--- config.mk ---
export PLATFORM = sky130hd
export DESIGN_NAME = servo_command_io_logic
export DESIGN_NICKNAME = d
export VERILOG_FILES = /design/src/servo_io_pkg.sv /design/src/servo_command_io_logic.sv
export SDC_FILE = /design/constraint.sdc
export NUM_CORES = 2
export LEC_CHECK = 0
export BUFFER_PORTS_ARGS = -buffer_cell sky130_fd_sc_hd__buf_2
export CAP_MARGIN = 25
export CORE_UTILIZATION = 40
export DETAILED_ROUTE_END_ITERATION = 6
export PLACE_DENSITY = 0.65
export SLEW_MARGIN = 0
export SYNTH_ARGS = -nofsm -noshare
export SYNTH_HDL_FRONTEND = slang
export SYNTH_SLANG_ARGS = --single-unit
--- constraint.sdc ---
create_clock -name ref_clk -period 7.1 [get_ports ref_clk]
set_input_delay 1.065 -clock ref_clk [delete_from_list [all_inputs] [get_ports ref_clk]]
set_output_delay 1.065 -clock ref_clk [all_outputs]
set_load 0.05 [all_outputs]
--- src/servo_io_pkg.sv ---
`default_nettype none
package servo_io_pkg;
// Behaviour
// - format selects quadrature, two trains, pulse-direction
// - invert setting swaps forward and reverse
// - each inhibit input blocks its own direction
// - inhibit disable setting ignores both inhibits
// - stop selection applies while inhibits enabled
// - analog input is speed or torque command
// - power stage on while servo-on asserted and held through the stop wait
// - deviation clear follows selected trigger condition
// - alarm clears after 120 ms held input
// - alarm clear also clears deviation counter
// - modes 3, 4, 5 switch between two modes
// - pulse inhibit off blocks command pulses
// - speed mode picks eight presets; torque ignores
// - divided encoder output, never above 4 Mpps
// - phase direction setting sets B against A
// - brake interlock timed by two delay settings
// - ready after main power with no error
// - fault output off at reset and error
// - positioning done when deviation within range
// - other modes flag speed above threshold
  localparam int ADDR_W = 5;
  localparam int DATA_W = 32;
  localparam logic [4:0] REG_CFG = 5'h00;
  localparam logic [4:0] REG_NUM = 5'h01;
  localparam logic [4:0] REG_DEN = 5'h02;
  localparam logic [4:0] REG_BRK_STOP = 5'h03;
  localparam logic [4:0] REG_BRK_RUN = 5'h04;
  localparam logic [4:0] REG_INP_RANGE = 5'h05;
  localparam logic [4:0] REG_ROT_SPD = 5'h06;
  localparam logic [4:0] REG_SPD_SCALE = 5'h07;
  localparam logic [4:0] REG_STATUS = 5'h08;
  localparam logic [4:0] REG_DEV = 5'h09;
  localparam logic [4:0] REG_PRESET0 = 5'h10;
  localparam int CFG_INV = 0, CFG_FMT = 1, CFG_INH_DIS = 3, CFG_STOP = 4;
  localparam int CFG_MODE = 6, CFG_IPG_DIS = 9, CFG_CLR_EDGE = 10;
  localparam int CFG_PHASE = 11, CFG_INP_COND = 12, CFG_PRESET = 13;
  localparam int CFG_INIT = 14;
  localparam logic [15:0] CFG_RST = 16'h0000;
  localparam logic [15:0] RATIO_RST = 16'h0001;
  localparam logic [15:0] SCALE_RST = 16'h0100;
  localparam logic [15:0] ZERO16 = 16'h0000;
  localparam logic [1:0] FMT_CWCCW = 2'h1, FMT_PDIR = 2'h3;
  localparam int P_A = 0, P_B = 1, P_ENCA = 2, P_ENCB = 3, P_FINH = 4;
  localparam int P_RINH = 5, P_SVON = 6, P_DCLR = 7, P_ACLR = 8;
  localparam int P_MSW = 9, P_IPG = 10, P_GSEL = 11, P_MPWR = 12, NPIN = 13;
  localparam int CLK_HZ = 50_000_000;
  localparam int MS_CYC = CLK_HZ / 1000;
  localparam int DEV_CLR_MIN_MS = 1;
  localparam int ALM_CLR_MS = 120;
  localparam int ALM_CLR_CYC = ALM_CLR_MS * MS_CYC;
  localparam int ENC_MAX_PPS = 4_000_000;
  localparam int ENC_GAP_CYC = (CLK_HZ + ENC_MAX_PPS - 1) / ENC_MAX_PPS;
  typedef enum logic [1:0] {MODE_POS = 2'b00, MODE_SPD = 2'b01, MODE_TRQ = 2'b10} mode_t;
  typedef enum logic [1:0] {BRK_IDLE = 2'b00, BRK_RUN = 2'b01, BRK_STOP_WAIT = 2'b10,
                            BRK_RUN_WAIT = 2'b11} brk_t;
endpackage
`default_nettype wire

--- src/servo_command_io_logic.sv ---
`timescale 1ns/100ps
`default_nettype none
module servo_command_io_logic import servo_io_pkg::*; #(
  parameter int ALM_CLR_CYCLES = ALM_CLR_CYC,
  parameter int MS_CYCLES      = MS_CYC,
  parameter int DEV_W          = 32,
  parameter int SPD_W          = 16
) (
  input  wire logic                    ref_clk,
  input  wire logic                    reset,
  input  wire logic [ADDR_W-1:0]       reg_addr,
  input  wire logic [DATA_W-1:0]       reg_wdata,
  input  wire logic                    reg_wr,
  input  wire logic                    reg_rd,
  output logic      [DATA_W-1:0]       reg_rdata,
  input  wire logic                    reverse_pulse_in,
  input  wire logic                    forward_pulse_in,
  input  wire logic                    enc_a_in,
  input  wire logic                    enc_b_in,
  input  wire logic                    forward_inhibit,
  input  wire logic                    reverse_inhibit,
  input  wire logic                    servo_on_in,
  input  wire logic                    deviation_clear,
  input  wire logic                    alarm_clear_in,
  input  wire logic                    mode_switch_in,
  input  wire logic                    pulse_inhibit,
  input  wire logic                    gain_select_in,
  input  wire logic                    main_power_in,
  input  wire logic                    fault_detect,
  input  wire logic [SPD_W-1:0]        motor_speed,
  input  wire logic signed [SPD_W-1:0] torque_cmd_analog,
  output logic                         power_enable,
  output logic                         brake_interlock,
  output logic                         ready_out,
  output logic                         fault_out_n,
  output logic                         positioning_done,
  output logic                         enc_a_out,
  output logic                         enc_b_out,
  output logic                         fwd_block,
  output logic                         rev_block,
  output logic      [1:0]              stop_mode,
  output logic      [1:0]              active_mode,
  output logic signed [SPD_W-1:0]      speed_ref,
  output logic signed [SPD_W-1:0]      torque_ref
);

  // pin inputs: three stages, a level counts once stages two and three agree
  logic [NPIN-1:0] pin_raw;
  logic [NPIN-1:0] s1_r;
  logic [NPIN-1:0] s2_r;
  logic [NPIN-1:0] s3_r;
  logic [NPIN-1:0] pin_r;
  logic [NPIN-1:0] pin_d_r;

  assign pin_raw = {main_power_in, gain_select_in, pulse_inhibit, mode_switch_in,
                    alarm_clear_in, deviation_clear, servo_on_in, reverse_inhibit,
                    forward_inhibit, enc_b_in, enc_a_in, forward_pulse_in, reverse_pulse_in};

  always_ff @(posedge ref_clk) begin
    if (reset) begin
      s1_r <= '0;
      s2_r <= '0;
      s3_r <= '0;
      pin_d_r <= '0;
    end else begin
      s1_r <= pin_raw;
      s2_r <= s1_r;
      s3_r <= s2_r;
      pin_d_r <= pin_r;
    end
  end

  for (genvar i = 0; i < NPIN; i++) begin : g_pin
    always_ff @(posedge ref_clk) begin
      if (reset) begin
        pin_r[i] <= 1'b0;
      end else if (s2_r[i] == s3_r[i]) begin
        pin_r[i] <= s3_r[i];
      end
    end
  end

  // settings
  logic [15:0]      cfg_r;
  logic [15:0]      num_r;
  logic [15:0]      den_r;
  logic [15:0]      brk_stop_r;
  logic [15:0]      brk_run_r;
  logic [15:0]      inp_range_r;
  logic [15:0]      rot_spd_r;
  logic [15:0]      scale_r;
  logic [SPD_W-1:0] preset_r [0:7];

  always_ff @(posedge ref_clk) begin
    if (reset) begin
      cfg_r <= CFG_RST;
      num_r <= RATIO_RST;
      den_r <= RATIO_RST;
      brk_stop_r <= ZERO16;
      brk_run_r <= ZERO16;
      inp_range_r <= ZERO16;
      rot_spd_r <= ZERO16;
      scale_r <= SCALE_RST;
    end else if (reg_wr) begin
      case (reg_addr)
        REG_CFG:       cfg_r <= reg_wdata[15:0];
        REG_NUM:       num_r <= reg_wdata[15:0];
        REG_DEN:       den_r <= reg_wdata[15:0];
        REG_BRK_STOP:  brk_stop_r <= reg_wdata[15:0];
        REG_BRK_RUN:   brk_run_r <= reg_wdata[15:0];
        REG_INP_RANGE: inp_range_r <= reg_wdata[15:0];
        REG_ROT_SPD:   rot_spd_r <= reg_wdata[15:0];
        REG_SPD_SCALE: scale_r <= reg_wdata[15:0];
        default:       ;
      endcase
    end
  end

  always_ff @(posedge ref_clk) begin
    if (reset) begin
      for (int k = 0; k < 8; k++) begin
        preset_r[k] <= '0;
      end
    end else if (reg_wr && reg_addr[ADDR_W-1:3] == REG_PRESET0[ADDR_W-1:3]) begin
      preset_r[reg_addr[2:0]] <= reg_wdata[SPD_W-1:0];
    end
  end

  logic       inv;
  logic [1:0] fmt;
  logic       inh_dis;
  logic [2:0] mode_sel;
  logic       ipg_dis;
  logic       clr_edge;
  logic       phase_dir;
  logic       inp_cond;
  logic       preset_en;
  logic       init_done;

  assign inv       = cfg_r[CFG_INV];
  assign fmt       = cfg_r[CFG_FMT +: 2];
  assign inh_dis   = cfg_r[CFG_INH_DIS];
  assign mode_sel  = cfg_r[CFG_MODE +: 3];
  assign ipg_dis   = cfg_r[CFG_IPG_DIS];
  assign clr_edge  = cfg_r[CFG_CLR_EDGE];
  assign phase_dir = cfg_r[CFG_PHASE];
  assign inp_cond  = cfg_r[CFG_INP_COND];
  assign preset_en = cfg_r[CFG_PRESET];
  assign init_done = cfg_r[CFG_INIT];

  // control mode
  mode_t mode_r;
  mode_t mode_nxt;

  always_comb begin
    case (mode_sel)
      3'd1:    mode_nxt = MODE_SPD;
      3'd2:    mode_nxt = MODE_TRQ;
      3'd3:    mode_nxt = pin_r[P_MSW] ? MODE_SPD : MODE_POS;
      3'd4:    mode_nxt = pin_r[P_MSW] ? MODE_TRQ : MODE_POS;
      3'd5:    mode_nxt = pin_r[P_MSW] ? MODE_TRQ : MODE_SPD;
      default: mode_nxt = MODE_POS;
    endcase
  end

  always_ff @(posedge ref_clk) begin
    if (reset) begin
      mode_r <= MODE_POS;
    end else begin
      mode_r <= mode_nxt;
    end
  end

  // {step, forward} of a x4 quadrature pair; a double jump is dropped
  function automatic logic [1:0] quad_dec(input logic a, ad, b, bd);
    logic moved;
    moved = (a ^ ad) ^ (b ^ bd);
    return {moved, a ^ bd};
  endfunction

  logic [1:0] quad_cmd;
  logic [1:0] quad_fb;
  logic       cmd_step;
  logic       cmd_up;
  logic       ipg_block;
  logic       fwd_inh;
  logic       rev_inh;
  logic       cmd_ok;
  logic       run_now;

  assign quad_cmd = quad_dec(pin_r[P_A], pin_d_r[P_A], pin_r[P_B], pin_d_r[P_B]);
  assign quad_fb  = quad_dec(pin_r[P_ENCA], pin_d_r[P_ENCA], pin_r[P_ENCB], pin_d_r[P_ENCB]);

  always_comb begin
    case (fmt)
      FMT_CWCCW: begin
        cmd_step = (pin_r[P_A] & ~pin_d_r[P_A]) ^ (pin_r[P_B] & ~pin_d_r[P_B]);
        cmd_up   = pin_r[P_B] & ~pin_d_r[P_B];
      end
      FMT_PDIR: begin
        cmd_step = pin_r[P_A] & ~pin_d_r[P_A];
        cmd_up   = pin_r[P_B];
      end
      default: begin
        cmd_step = quad_cmd[1];
        cmd_up   = quad_cmd[0];
      end
    endcase
    cmd_up = cmd_up ^ inv;
  end

  assign fwd_inh   = ~inh_dis & pin_r[P_FINH];
  assign rev_inh   = ~inh_dis & pin_r[P_RINH];
  assign ipg_block = (mode_r == MODE_POS) & ~ipg_dis & ~pin_r[P_IPG];
  assign cmd_ok    = cmd_step & (mode_r == MODE_POS) & run_now & ~ipg_block
                     & ~(cmd_up ? fwd_inh : rev_inh);

  always_ff @(posedge ref_clk) begin
    if (reset) begin
      fwd_block <= 1'b0;
      rev_block <= 1'b0;
      stop_mode <= 2'h0;
    end else begin
      fwd_block <= fwd_inh;
      rev_block <= rev_inh;
      stop_mode <= inh_dis ? 2'h0 : cfg_r[CFG_STOP +: 2];
    end
  end

  // alarm: set wins over the held clear
  logic        alarm_r;
  logic [31:0] clr_cnt_r;
  logic        alm_clr_fire;

  assign alm_clr_fire = pin_r[P_ACLR] && clr_cnt_r == 32'(ALM_CLR_CYCLES - 1);

  always_ff @(posedge ref_clk) begin
    if (reset) begin
      clr_cnt_r <= '0;
    end else if (!pin_r[P_ACLR]) begin
      clr_cnt_r <= '0;
    end else if (clr_cnt_r != 32'(ALM_CLR_CYCLES)) begin
      clr_cnt_r <= clr_cnt_r + 32'd1;
    end
  end

  always_ff @(posedge ref_clk) begin
    if (reset) begin
      alarm_r <= 1'b0;
    end else if (fault_detect) begin
      alarm_r <= 1'b1;
    end else if (alm_clr_fire) begin
      alarm_r <= 1'b0;
    end
  end

  // deviation counter
  logic signed [DEV_W-1:0] dev_r;
  logic signed [DEV_W:0]   dev_sum;
  logic signed [1:0]       cmd_d;
  logic signed [1:0]       fb_d;
  logic                    dev_clr_fire;
  logic [DEV_W-1:0]        dev_abs;

  assign cmd_d = cmd_ok ? (cmd_up ? 2'sd1 : -2'sd1) : 2'sd0;
  assign fb_d  = quad_fb[1] ? (quad_fb[0] ? 2'sd1 : -2'sd1) : 2'sd0;
  assign dev_sum = {dev_r[DEV_W-1], dev_r} + (DEV_W+1)'(cmd_d) - (DEV_W+1)'(fb_d);
  assign dev_clr_fire = (mode_r == MODE_POS) &&
                        (clr_edge ? (pin_r[P_DCLR] & ~pin_d_r[P_DCLR]) : pin_r[P_DCLR]);
  assign dev_abs = dev_r[DEV_W-1] ? DEV_W'(-dev_r) : DEV_W'(dev_r);

  always_ff @(posedge ref_clk) begin
    if (reset) begin
      dev_r <= '0;
    end else if (dev_clr_fire || alm_clr_fire) begin
      dev_r <= '0;
    end else if (dev_sum[DEV_W] != dev_sum[DEV_W-1]) begin
      // saturate so a runaway never flips the sign seen by the loop
      dev_r <= dev_sum[DEV_W] ? {1'b1, {(DEV_W-1){1'b0}}} : {1'b0, {(DEV_W-1){1'b1}}};
    end else begin
      dev_r <= dev_sum[DEV_W-1:0];
    end
  end

  // brake sequence on a millisecond tick
  brk_t        brk_r;
  brk_t        brk_nxt;
  logic [31:0] ms_cnt_r;
  logic        ms_tick;
  logic [15:0] brk_cnt_r;
  logic        run_ok;
  logic        moving;

  assign ms_tick = ms_cnt_r == 32'(MS_CYCLES - 1);
  assign run_ok  = pin_r[P_SVON] & pin_r[P_MPWR] & ~alarm_r;
  assign moving  = motor_speed > SPD_W'(rot_spd_r);
  assign run_now = brk_r == BRK_RUN;

  always_comb begin
    case (brk_r)
      BRK_IDLE:      brk_nxt = run_ok ? BRK_RUN : BRK_IDLE;
      BRK_RUN: begin
        if (run_ok) begin
          brk_nxt = BRK_RUN;
        end else if (moving || alarm_r || !pin_r[P_MPWR]) begin
          brk_nxt = BRK_RUN_WAIT;
        end else begin
          brk_nxt = BRK_STOP_WAIT;
        end
      end
      BRK_STOP_WAIT: brk_nxt = (brk_cnt_r >= brk_stop_r || alarm_r) ? BRK_IDLE : BRK_STOP_WAIT;
      BRK_RUN_WAIT:  brk_nxt = (brk_cnt_r >= brk_run_r || !moving) ? BRK_IDLE : BRK_RUN_WAIT;
      default:       brk_nxt = BRK_IDLE;
    endcase
  end

  always_ff @(posedge ref_clk) begin
    if (reset) begin
      ms_cnt_r <= '0;
    end else begin
      ms_cnt_r <= ms_tick ? 32'd0 : ms_cnt_r + 32'd1;
    end
  end

  always_ff @(posedge ref_clk) begin
    if (reset) begin
      brk_r <= BRK_IDLE;
      brk_cnt_r <= '0;
    end else begin
      brk_r <= brk_nxt;
      if (brk_nxt != brk_r) begin
        brk_cnt_r <= '0;
      end else if (ms_tick && brk_cnt_r != 16'hffff) begin
        brk_cnt_r <= brk_cnt_r + 16'd1;
      end
    end
  end

  // status outputs
  always_ff @(posedge ref_clk) begin
    if (reset) begin
      power_enable <= 1'b0;
      brake_interlock <= 1'b0;
      ready_out <= 1'b0;
      fault_out_n <= 1'b0;
      active_mode <= 2'b00;
    end else begin
      // stop wait keeps current on so the load is held while the brake bites
      power_enable <= (brk_nxt == BRK_RUN || brk_nxt == BRK_STOP_WAIT)
                      & pin_r[P_MPWR] & ~alarm_r;
      brake_interlock <= brk_nxt == BRK_RUN || brk_nxt == BRK_RUN_WAIT;
      ready_out <= init_done & pin_r[P_MPWR] & ~alarm_r & ~fault_detect;
      fault_out_n <= init_done & ~alarm_r;
      active_mode <= mode_r;
    end
  end

  always_ff @(posedge ref_clk) begin
    if (reset) begin
      positioning_done <= 1'b0;
    end else if (mode_r == MODE_POS) begin
      positioning_done <= dev_abs < DEV_W'(inp_range_r) && (!inp_cond || !cmd_ok);
    end else begin
      positioning_done <= moving;
    end
  end

  // command references
  logic [2:0]           sel;
  logic signed [32:0]   scaled;

  assign sel    = {pin_r[P_GSEL], pin_r[P_DCLR], pin_r[P_IPG]};
  assign scaled = torque_cmd_analog * $signed({1'b0, scale_r});

  always_ff @(posedge ref_clk) begin
    if (reset) begin
      speed_ref <= '0;
      torque_ref <= '0;
    end else begin
      speed_ref <= '0;
      torque_ref <= '0;
      if (run_now && mode_r == MODE_SPD) begin
        speed_ref <= preset_en ? preset_r[sel] : scaled[SPD_W+7:8];
      end
      if (run_now && mode_r == MODE_TRQ) begin
        torque_ref <= torque_cmd_analog;
      end
    end
  end

  // divided encoder output; excess steps queue behind the rate limit
  logic [16:0]        acc_r;
  logic [16:0]        acc_sum;
  logic signed [15:0] pend_r;
  logic [4:0]         gap_r;
  logic [1:0]         q_r;
  logic               enc_due;
  logic               enc_emit;
  logic               emit_up;

  assign acc_sum  = acc_r + {1'b0, num_r};
  assign enc_due  = quad_fb[1] && acc_sum >= {1'b0, den_r};
  assign enc_emit = pend_r != 16'sd0 && gap_r == 5'd0;
  assign emit_up  = ~pend_r[15];

  always_ff @(posedge ref_clk) begin
    if (reset) begin
      acc_r <= '0;
      pend_r <= '0;
      gap_r <= '0;
      q_r <= 2'b00;
    end else begin
      if (quad_fb[1]) begin
        acc_r <= enc_due ? acc_sum - {1'b0, den_r} : acc_sum;
      end
      pend_r <= pend_r + (enc_due ? (quad_fb[0] ? 16'sd1 : -16'sd1) : 16'sd0)
                - (enc_emit ? (emit_up ? 16'sd1 : -16'sd1) : 16'sd0);
      if (enc_emit) begin
        gap_r <= 5'(ENC_GAP_CYC - 1);
        q_r <= emit_up ? q_r + 2'd1 : q_r - 2'd1;
      end else if (gap_r != 5'd0) begin
        gap_r <= gap_r - 5'd1;
      end
    end
  end

  always_ff @(posedge ref_clk) begin
    if (reset) begin
      enc_a_out <= 1'b0;
      enc_b_out <= 1'b0;
    end else begin
      enc_a_out <= q_r[1];
      enc_b_out <= q_r[1] ^ q_r[0] ^ phase_dir;
    end
  end

  // register reads: data valid only in the cycle after the strobe
  always_ff @(posedge ref_clk) begin
    if (reset || !reg_rd) begin
      reg_rdata <= '0;
    end else if (reg_addr[ADDR_W-1:3] == REG_PRESET0[ADDR_W-1:3]) begin
      reg_rdata <= DATA_W'(preset_r[reg_addr[2:0]]);
    end else begin
      case (reg_addr)
        REG_CFG:       reg_rdata <= {16'h0000, cfg_r};
        REG_NUM:       reg_rdata <= {16'h0000, num_r};
        REG_DEN:       reg_rdata <= {16'h0000, den_r};
        REG_BRK_STOP:  reg_rdata <= {16'h0000, brk_stop_r};
        REG_BRK_RUN:   reg_rdata <= {16'h0000, brk_run_r};
        REG_INP_RANGE: reg_rdata <= {16'h0000, inp_range_r};
        REG_ROT_SPD:   reg_rdata <= {16'h0000, rot_spd_r};
        REG_SPD_SCALE: reg_rdata <= {16'h0000, scale_r};
        REG_STATUS:    reg_rdata <= {23'h000000, brk_r, positioning_done, brake_interlock,
                                     power_enable, ready_out, alarm_r, mode_r};
        REG_DEV:       reg_rdata <= DATA_W'(dev_r);
        default:       reg_rdata <= '0;
      endcase
    end
  end
endmodule
`default_nettype wire

* Word-level counts from Yosys, hierarchy flattened
Memories as Yosys holds them, arrays and structs flattened.
Cells that the tools add are included.
W data, S select, Z words.
** Cells by class
- Add/subtract/negate cells :: 13
- Multiply operators :: 1
- $lt $le $gt $ge :: 5
- Equality and inequality tests :: 44
- Multiplexer cells :: 43
- Bitwise logic cells :: 44
- Reduce and logical (&&, ||, !) cells :: 49
** Operators by type and width (count)
- $pmux W32 S10 :: 1
- $mux W16 :: 7
- $mux W32 :: 3
- $add A32 B1 Y32 const B :: 2
- $add A32 B2 Y33 :: 1
- $sub A33 B33 Y33 :: 1
- $eq A32 B16 Y1 const B :: 1
- $eq A32 B23 Y1 const B :: 1
- $ge A16 B16 Y1 :: 2
- $lt A32 B16 Y1 :: 1
- $ne A32 B23 Y1 const B :: 1
- $neg A32 Y32 :: 1
- $mul A16 B17 Y24 :: 1
- $eq A5 B3 Y1 const B :: 4
- $mux W2 :: 10
- $and A1 B1 Y1 :: 19
- $reduce_or A2 Y1 :: 9
- $add A17 B16 Y17 :: 1
- $ge A17 B16 Y1 :: 1
- $mux W17 :: 1
- $sub A17 B16 Y17 :: 1
- $add A16 B1 Y16 const B :: 1
- $add A16 B16 Y16 :: 1
- $gt A16 B16 Y1 :: 1
- 34 further kinds :: 127
** Word-level totals
- Register bits after elaboration :: 422
- Memory bits (writable) :: 128
- Input port bits :: 87
- Output and inout port bits :: 77
- Word-level logic and storage cells :: 252
- Memories kept :: 1
** Memories
- preset_r :: depth 8, width 16, rd ports 2, clocked after Yosys merged registers in 0, wr ports 8, RTL line servo_command_io_logic.sv:92 : logic [SPD_W-1:0] preset_r [0:7];

* Longest topological paths before layout
- Depth in word-level cells :: 13
- Depth in mapped cells :: 30
- Depth with buffers taken out :: 30

* Worst setup path before layout
Ideal clock, no wire load.
- Path type :: reg-to-reg
- From :: register pin_r[2]
- To :: register pend_r[15]
- Library setup time :: 128 ps
- Arrival :: 7620 ps
- Required time :: 6972 ps
- Setup slack :: -647 ps
- Stages on the path, launching flop included :: 17
- Buffers on the path :: 0
- Period minus slack after synthesis :: 7747 ps
- Path through :: dfxtp_1 xor2_1 nor2_1 o21ai_1 fa_1 inv_1 ha_1 a211oi_1 o21ai_0 a31o_2 a211oi_1 o21bai_1 a21oi_1 o21ai_0 a31oi_1 xnor2_1 nor2_1
** On the way
- Word-level cells in the longest chain between the ends :: 6
- Elaborated cells between the ends (all ways) :: 8
- Those cells by class :: add/sub (2); mux (2); bitwise (3); reduce/logical (1)
** Ends and longest elaborated chain
- start: declaration :: RTL line servo_command_io_logic.sv:52 : logic [NPIN-1:0] pin_r;
- start signal: indexed assignment :: RTL line servo_command_io_logic.sv:78 : pin_r[i] <= s3_r[i];
- $xor A1 B1 Y1 (2 in series) :: RTL line servo_command_io_logic.sv:177 : moved = (a ^ ad) ^ (b ^ bd);
- $logic_and A1 B1 Y1 :: RTL line servo_command_io_logic.sv:402 : assign enc_due = quad_fb[1] && acc_sum >= {1'b0, den_r};
- $mux W16 * :: RTL line servo_command_io_logic.sv:416 : pend_r <= pend_r + (enc_due ? (quad_fb[0] ? 16'sd1 : -16'sd1) : 16'sd0)
- $add A16 B16 Y16 * :: RTL line servo_command_io_logic.sv:416
- $sub A16 B16 Y16 * :: RTL line servo_command_io_logic.sv:417 : - (enc_emit ? (emit_up ? 16'sd1 : -16'sd1) : 16'sd0);
- end signal: assignment :: RTL line servo_command_io_logic.sv:416
- end: declaration :: RTL line servo_command_io_logic.sv:394 : logic signed [15:0] pend_r;
Every way passes the cells marked *; elsewhere a longest branch is shown, timed or not.
A chain may end at the register's enable or synchronous reset.

* Final worst setup path
- From :: register scale_r[7]
- To :: register speed_ref[14]
** On the way
- Word-level cells in the longest chain between the ends :: 2
** Ends and longest elaborated chain
- start: declaration :: RTL line servo_command_io_logic.sv:91 : logic [15:0] scale_r;
- start signal: assignment :: RTL line servo_command_io_logic.sv:113 : REG_SPD_SCALE: scale_r <= reg_wdata[15:0];
- $mul A16 B17 Y24 :: RTL line servo_command_io_logic.sv:373 : assign scaled = torque_cmd_analog * $signed({1'b0, scale_r});
- $mux W16 :: RTL line servo_command_io_logic.sv:383 : speed_ref <= preset_en ? preset_r[sel] : scaled[SPD_W+7:8];
- end signal: assignment :: RTL line servo_command_io_logic.sv:383
- end: declaration :: RTL line servo_command_io_logic.sv:43 : output logic signed [SPD_W-1:0] speed_ref,
Every way passes these cells.

==> run summary <==
Status = finished, violations left
Failing checks = DRC
Post-CTS Hold Buffers = 0
Ordered cell list for the critical path = nand2_1 -> fa_1 -> inv_1 -> fa_1 -> inv_1 -> fa_1 -> fa_1 -> inv_1 -> fa_1 -> fa_1 -> ha_1 -> a21o_1 -> a21o_1 -> a21o_1 -> a21oi_1 -> a21oi_1 -> o41a_1 -> a311oi_1 -> xnor2_1 -> nor2_1 -> a211oi_1
Critical Path Start Type = flip-flop
Crit Path Max Fanout = 10
Vias in the first global route = 27800
Worst path max stage delay = 0.83 ns
Initial antenna violation count = 5
Chip Height = 303 um
Post-synth EDFFs = 128
Clock root buffer = clkbuf_16
Post-DRT Antenna Nets = 0
Max-cap violation count = 0
Worst-path clk slew = 0.06 ns
Async S/R FF share, synth = 0
CP arrival = 7.25 ns
Top cell type's share of synthesized area = 0.231
Post-synthesis instance total = 3986
Fill cells = 8630
Top cells by area, synth = dfxtp_1, fa_1, edfxtp_1
Mean number of vias per cell = 5.35
Final Critical Period = 6.73 ns
Initial Utilization = 0.404
Setup TNS = 0 ns
Peak supply drop = 0.185 mV
Slowest stage cell, crit path = dfxtp_1
Largest net degree at the start of global routing = 84
Die ar. = 0.0919 mm^2
Stages on worst setup path = 21
Final period util = 0.948
Worst-Margin Slew = 0.977 ns
DP HPWL = 76.3 mm
Flop pwr share = 0.329
Placed Area = 0.0384 mm^2
Critical path class = flip-flop to flip-flop
Cell internal pwr = 7.13 mW
Gr usage total = 0.225
Hold Path Stages = 1
Top_reg_cell synth = dfxtp_1
Core area = 0.0899 mm^2
Sw power = 3.93 mW
DRC = 2
Die W = 303 um
Synthesized area = 0.0363 mm^2
Layout area overhead = 12.1%
Slew Limit Fails = 0
WL/cell = 19.3 um
Crit path from = scale_r[7]$_SDFFE_PP0P_
Rows = 110
Nets@finish = 4624
Buf/Inv on CP = 3
H-tree depth = 3
CTS tree = built
Min-delay src = s1_r[6]$_SDFF_PP0_
Peak Freq = 149 MHz
Clk_skew = 0.0371 ns
Worst path required time = 7.62 ns
Synth area leader = dfxtp_1
Synth Register Bits = 546
Fraction of layout cells with a size suffix above 1 = 0.110
R2R depth = 21
Count of final setup violators = 0
Clock group share of total power = 0.316
Power Total = 11.1 mW
1st-pass router iterations = 7
First-pass GRT wire length = 159 mm
PwrDens = 272 mW/mm^2
Vias = 28500
Seq/Total Area, Yosys = 0.337
Hold Slack = 0.437 ns
Port buffer count = 147
Avg Cell Area, Syn = 9.10 um^2
Clk sinks = 546
RSZ-0062 raised after global routing = false
Num ports = 164
Routed WL = 103 mm
Worst r2r src = scale_r[7]$_SDFFE_PP0P_
Sw Share = 0.355
DRT iter0 DRCs = 2593
Final instance area = 0.0407 mm^2
Mapped Nets = 4519
Final hold vios = 0
Most frequent CP cell = fa_1
Combinational power share = 0.355
Total congestion overflow = 0
Worst slew margin = 0.348
Pleak = 16.7 nW
Clk Latency, worst-skew pair = 0.63 ns
Final weighted congestion in routability-driven placement = 0.978
Unique masters post-synth = 80
Hold Path Class = flip-flop to flip-flop
Yosys Warn Count = 0
CTS buffer count = 67
Crit end category = flip-flop
Max Buffers Root-to-Sink = 3
Cell family with the largest share of critical-path delay = adder cells
cells in the mapped netlist (64+ instances only):
cell type and n:
nand2_1 530, inv_1 476, dfxtp_1 418, a21oi_1 251, and2_1 249, nor2_1 231
ha_1 229, fa_1 217, clkbuf_1 171, edfxtp_1 128, o21ai_0 127, xnor2_1 100
xor2_1 82, nor3_1 77, nor2b_1 70, mux4_2 64
through the flow:
stage	worst slack, ns	std cells	util
after floorplan	0.0225	3986	-
after global placement	0.0960	5195	0.427
after detailed placement	0.0405	5195	0.427
after CTS	0.205	5316	0.452
after global routing	0.0242	5319	0.453
final	0.370	5321	0.453
layout by cell type (no fill, tap or decap), types with 37 or more instances in the layout:
cell       instances
nand3_1           54
a211oi_1          38
nor2_1           230
o21ai_0          125
xor2_1            82
clkbuf_16         68
fa_1             217
and2_1           249
nor3_1            76
buf_2            146
ha_1             229
nor2b_1           70
a21o_1            43
a21oi_1          250
nand2_1          530
mux4_2            64
inv_1            476
xnor2_1          100
nand4_1           37
dfxtp_1          416
buf_4             75
edfxtp_1         128
repair_timing:
| action | in CTS | in global routing |
|---|---|---|
| hold endpoints to repair | 0 | 0 |
| gates resized for setup | 0 | 10 |
| setup buffers | 0 | 0 |
| setup endpoints to repair | 0 | 5 |
flip-flops by register name (all words and copies together) (netlist names), 5 cells and up:
name         count
num_r           16
scale_r         16
brk_run_r       16
acc_r           17
reg_rdata       32
pin_r           13
s2_r            13
cfg_r           16
torque_ref      16
dev_r           32
clr_cnt_r       32
den_r           16
s3_r            13
rot_spd_r       16
preset_r       128
speed_ref       16
pin_d_r          5
pend_r          16
inp_range_r     16
brk_cnt_r       16
gap_r            5
ms_cnt_r        32
brk_stop_r      16
s1_r            13
final timing paths:
path,to,slack (ns)
setup reg to reg,speed_ref[14]$_SDFF_PP0_,0.37
setup / recovery,speed_ref[14]$_SDFF_PP0_,0.37
hold / removal,s2_r[6]$_SDFF_PP0_,0.44
hold reg to reg,s2_r[6]$_SDFF_PP0_,0.44
area by class of cell:
type                            count  area [um^2]  area share
Sequential cell                   546        12200       0.300
Inverter                          476         1790      0.0439
Clock inverter                     32          363     0.00892
Timing Repair Buffer              224         1340      0.0330
Clock buffer                       89         1890      0.0465
Antenna cell                        2         5.00    0.000123
Tap cell                         1176         1470      0.0362
Multi-Input combinational cell   2776        21600       0.531
layer usage:
metal,wire [um],part of all wire,vias up,GRT usage
met3,7510,0.073,257,0.0411
met5,34,0.00033,-,0
met2,47100,0.46,972,0.363
met1,43200,0.42,13700,0.293
li1,-,-,13500,-
met4,4910,0.048,6,0.103
power groups by stage:
stage	clock, mW	sequential (mW)	combinational, mW
finish	3.50	3.64	3.92
global route	3.69	3.66	4.47
CTS	3.56	3.64	3.91
detailed placement	0	3.70	3.89
global placement	0	3.69	3.83
floorplan	0	3.62	3.07
cell families (layout without fill, tap and decap cells):
| kind of cell | after synthesis | in the layout | synth area share |
|---|---|---|---|
| other cells | 0 | 2 | 0 |
| fa+ha+maj | 446 | 446 | 0.199 |
| compound gates | 649 | 649 | 0.112 |
| buf+inv | 664 | 821 | 0.0695 |
| xor+xnor | 183 | 183 | 0.0444 |
| flops | 546 | 546 | 0.337 |
| mux | 113 | 113 | 0.0539 |
| simple gates | 1385 | 1385 | 0.185 |
(Power assumes the default switching activity.)
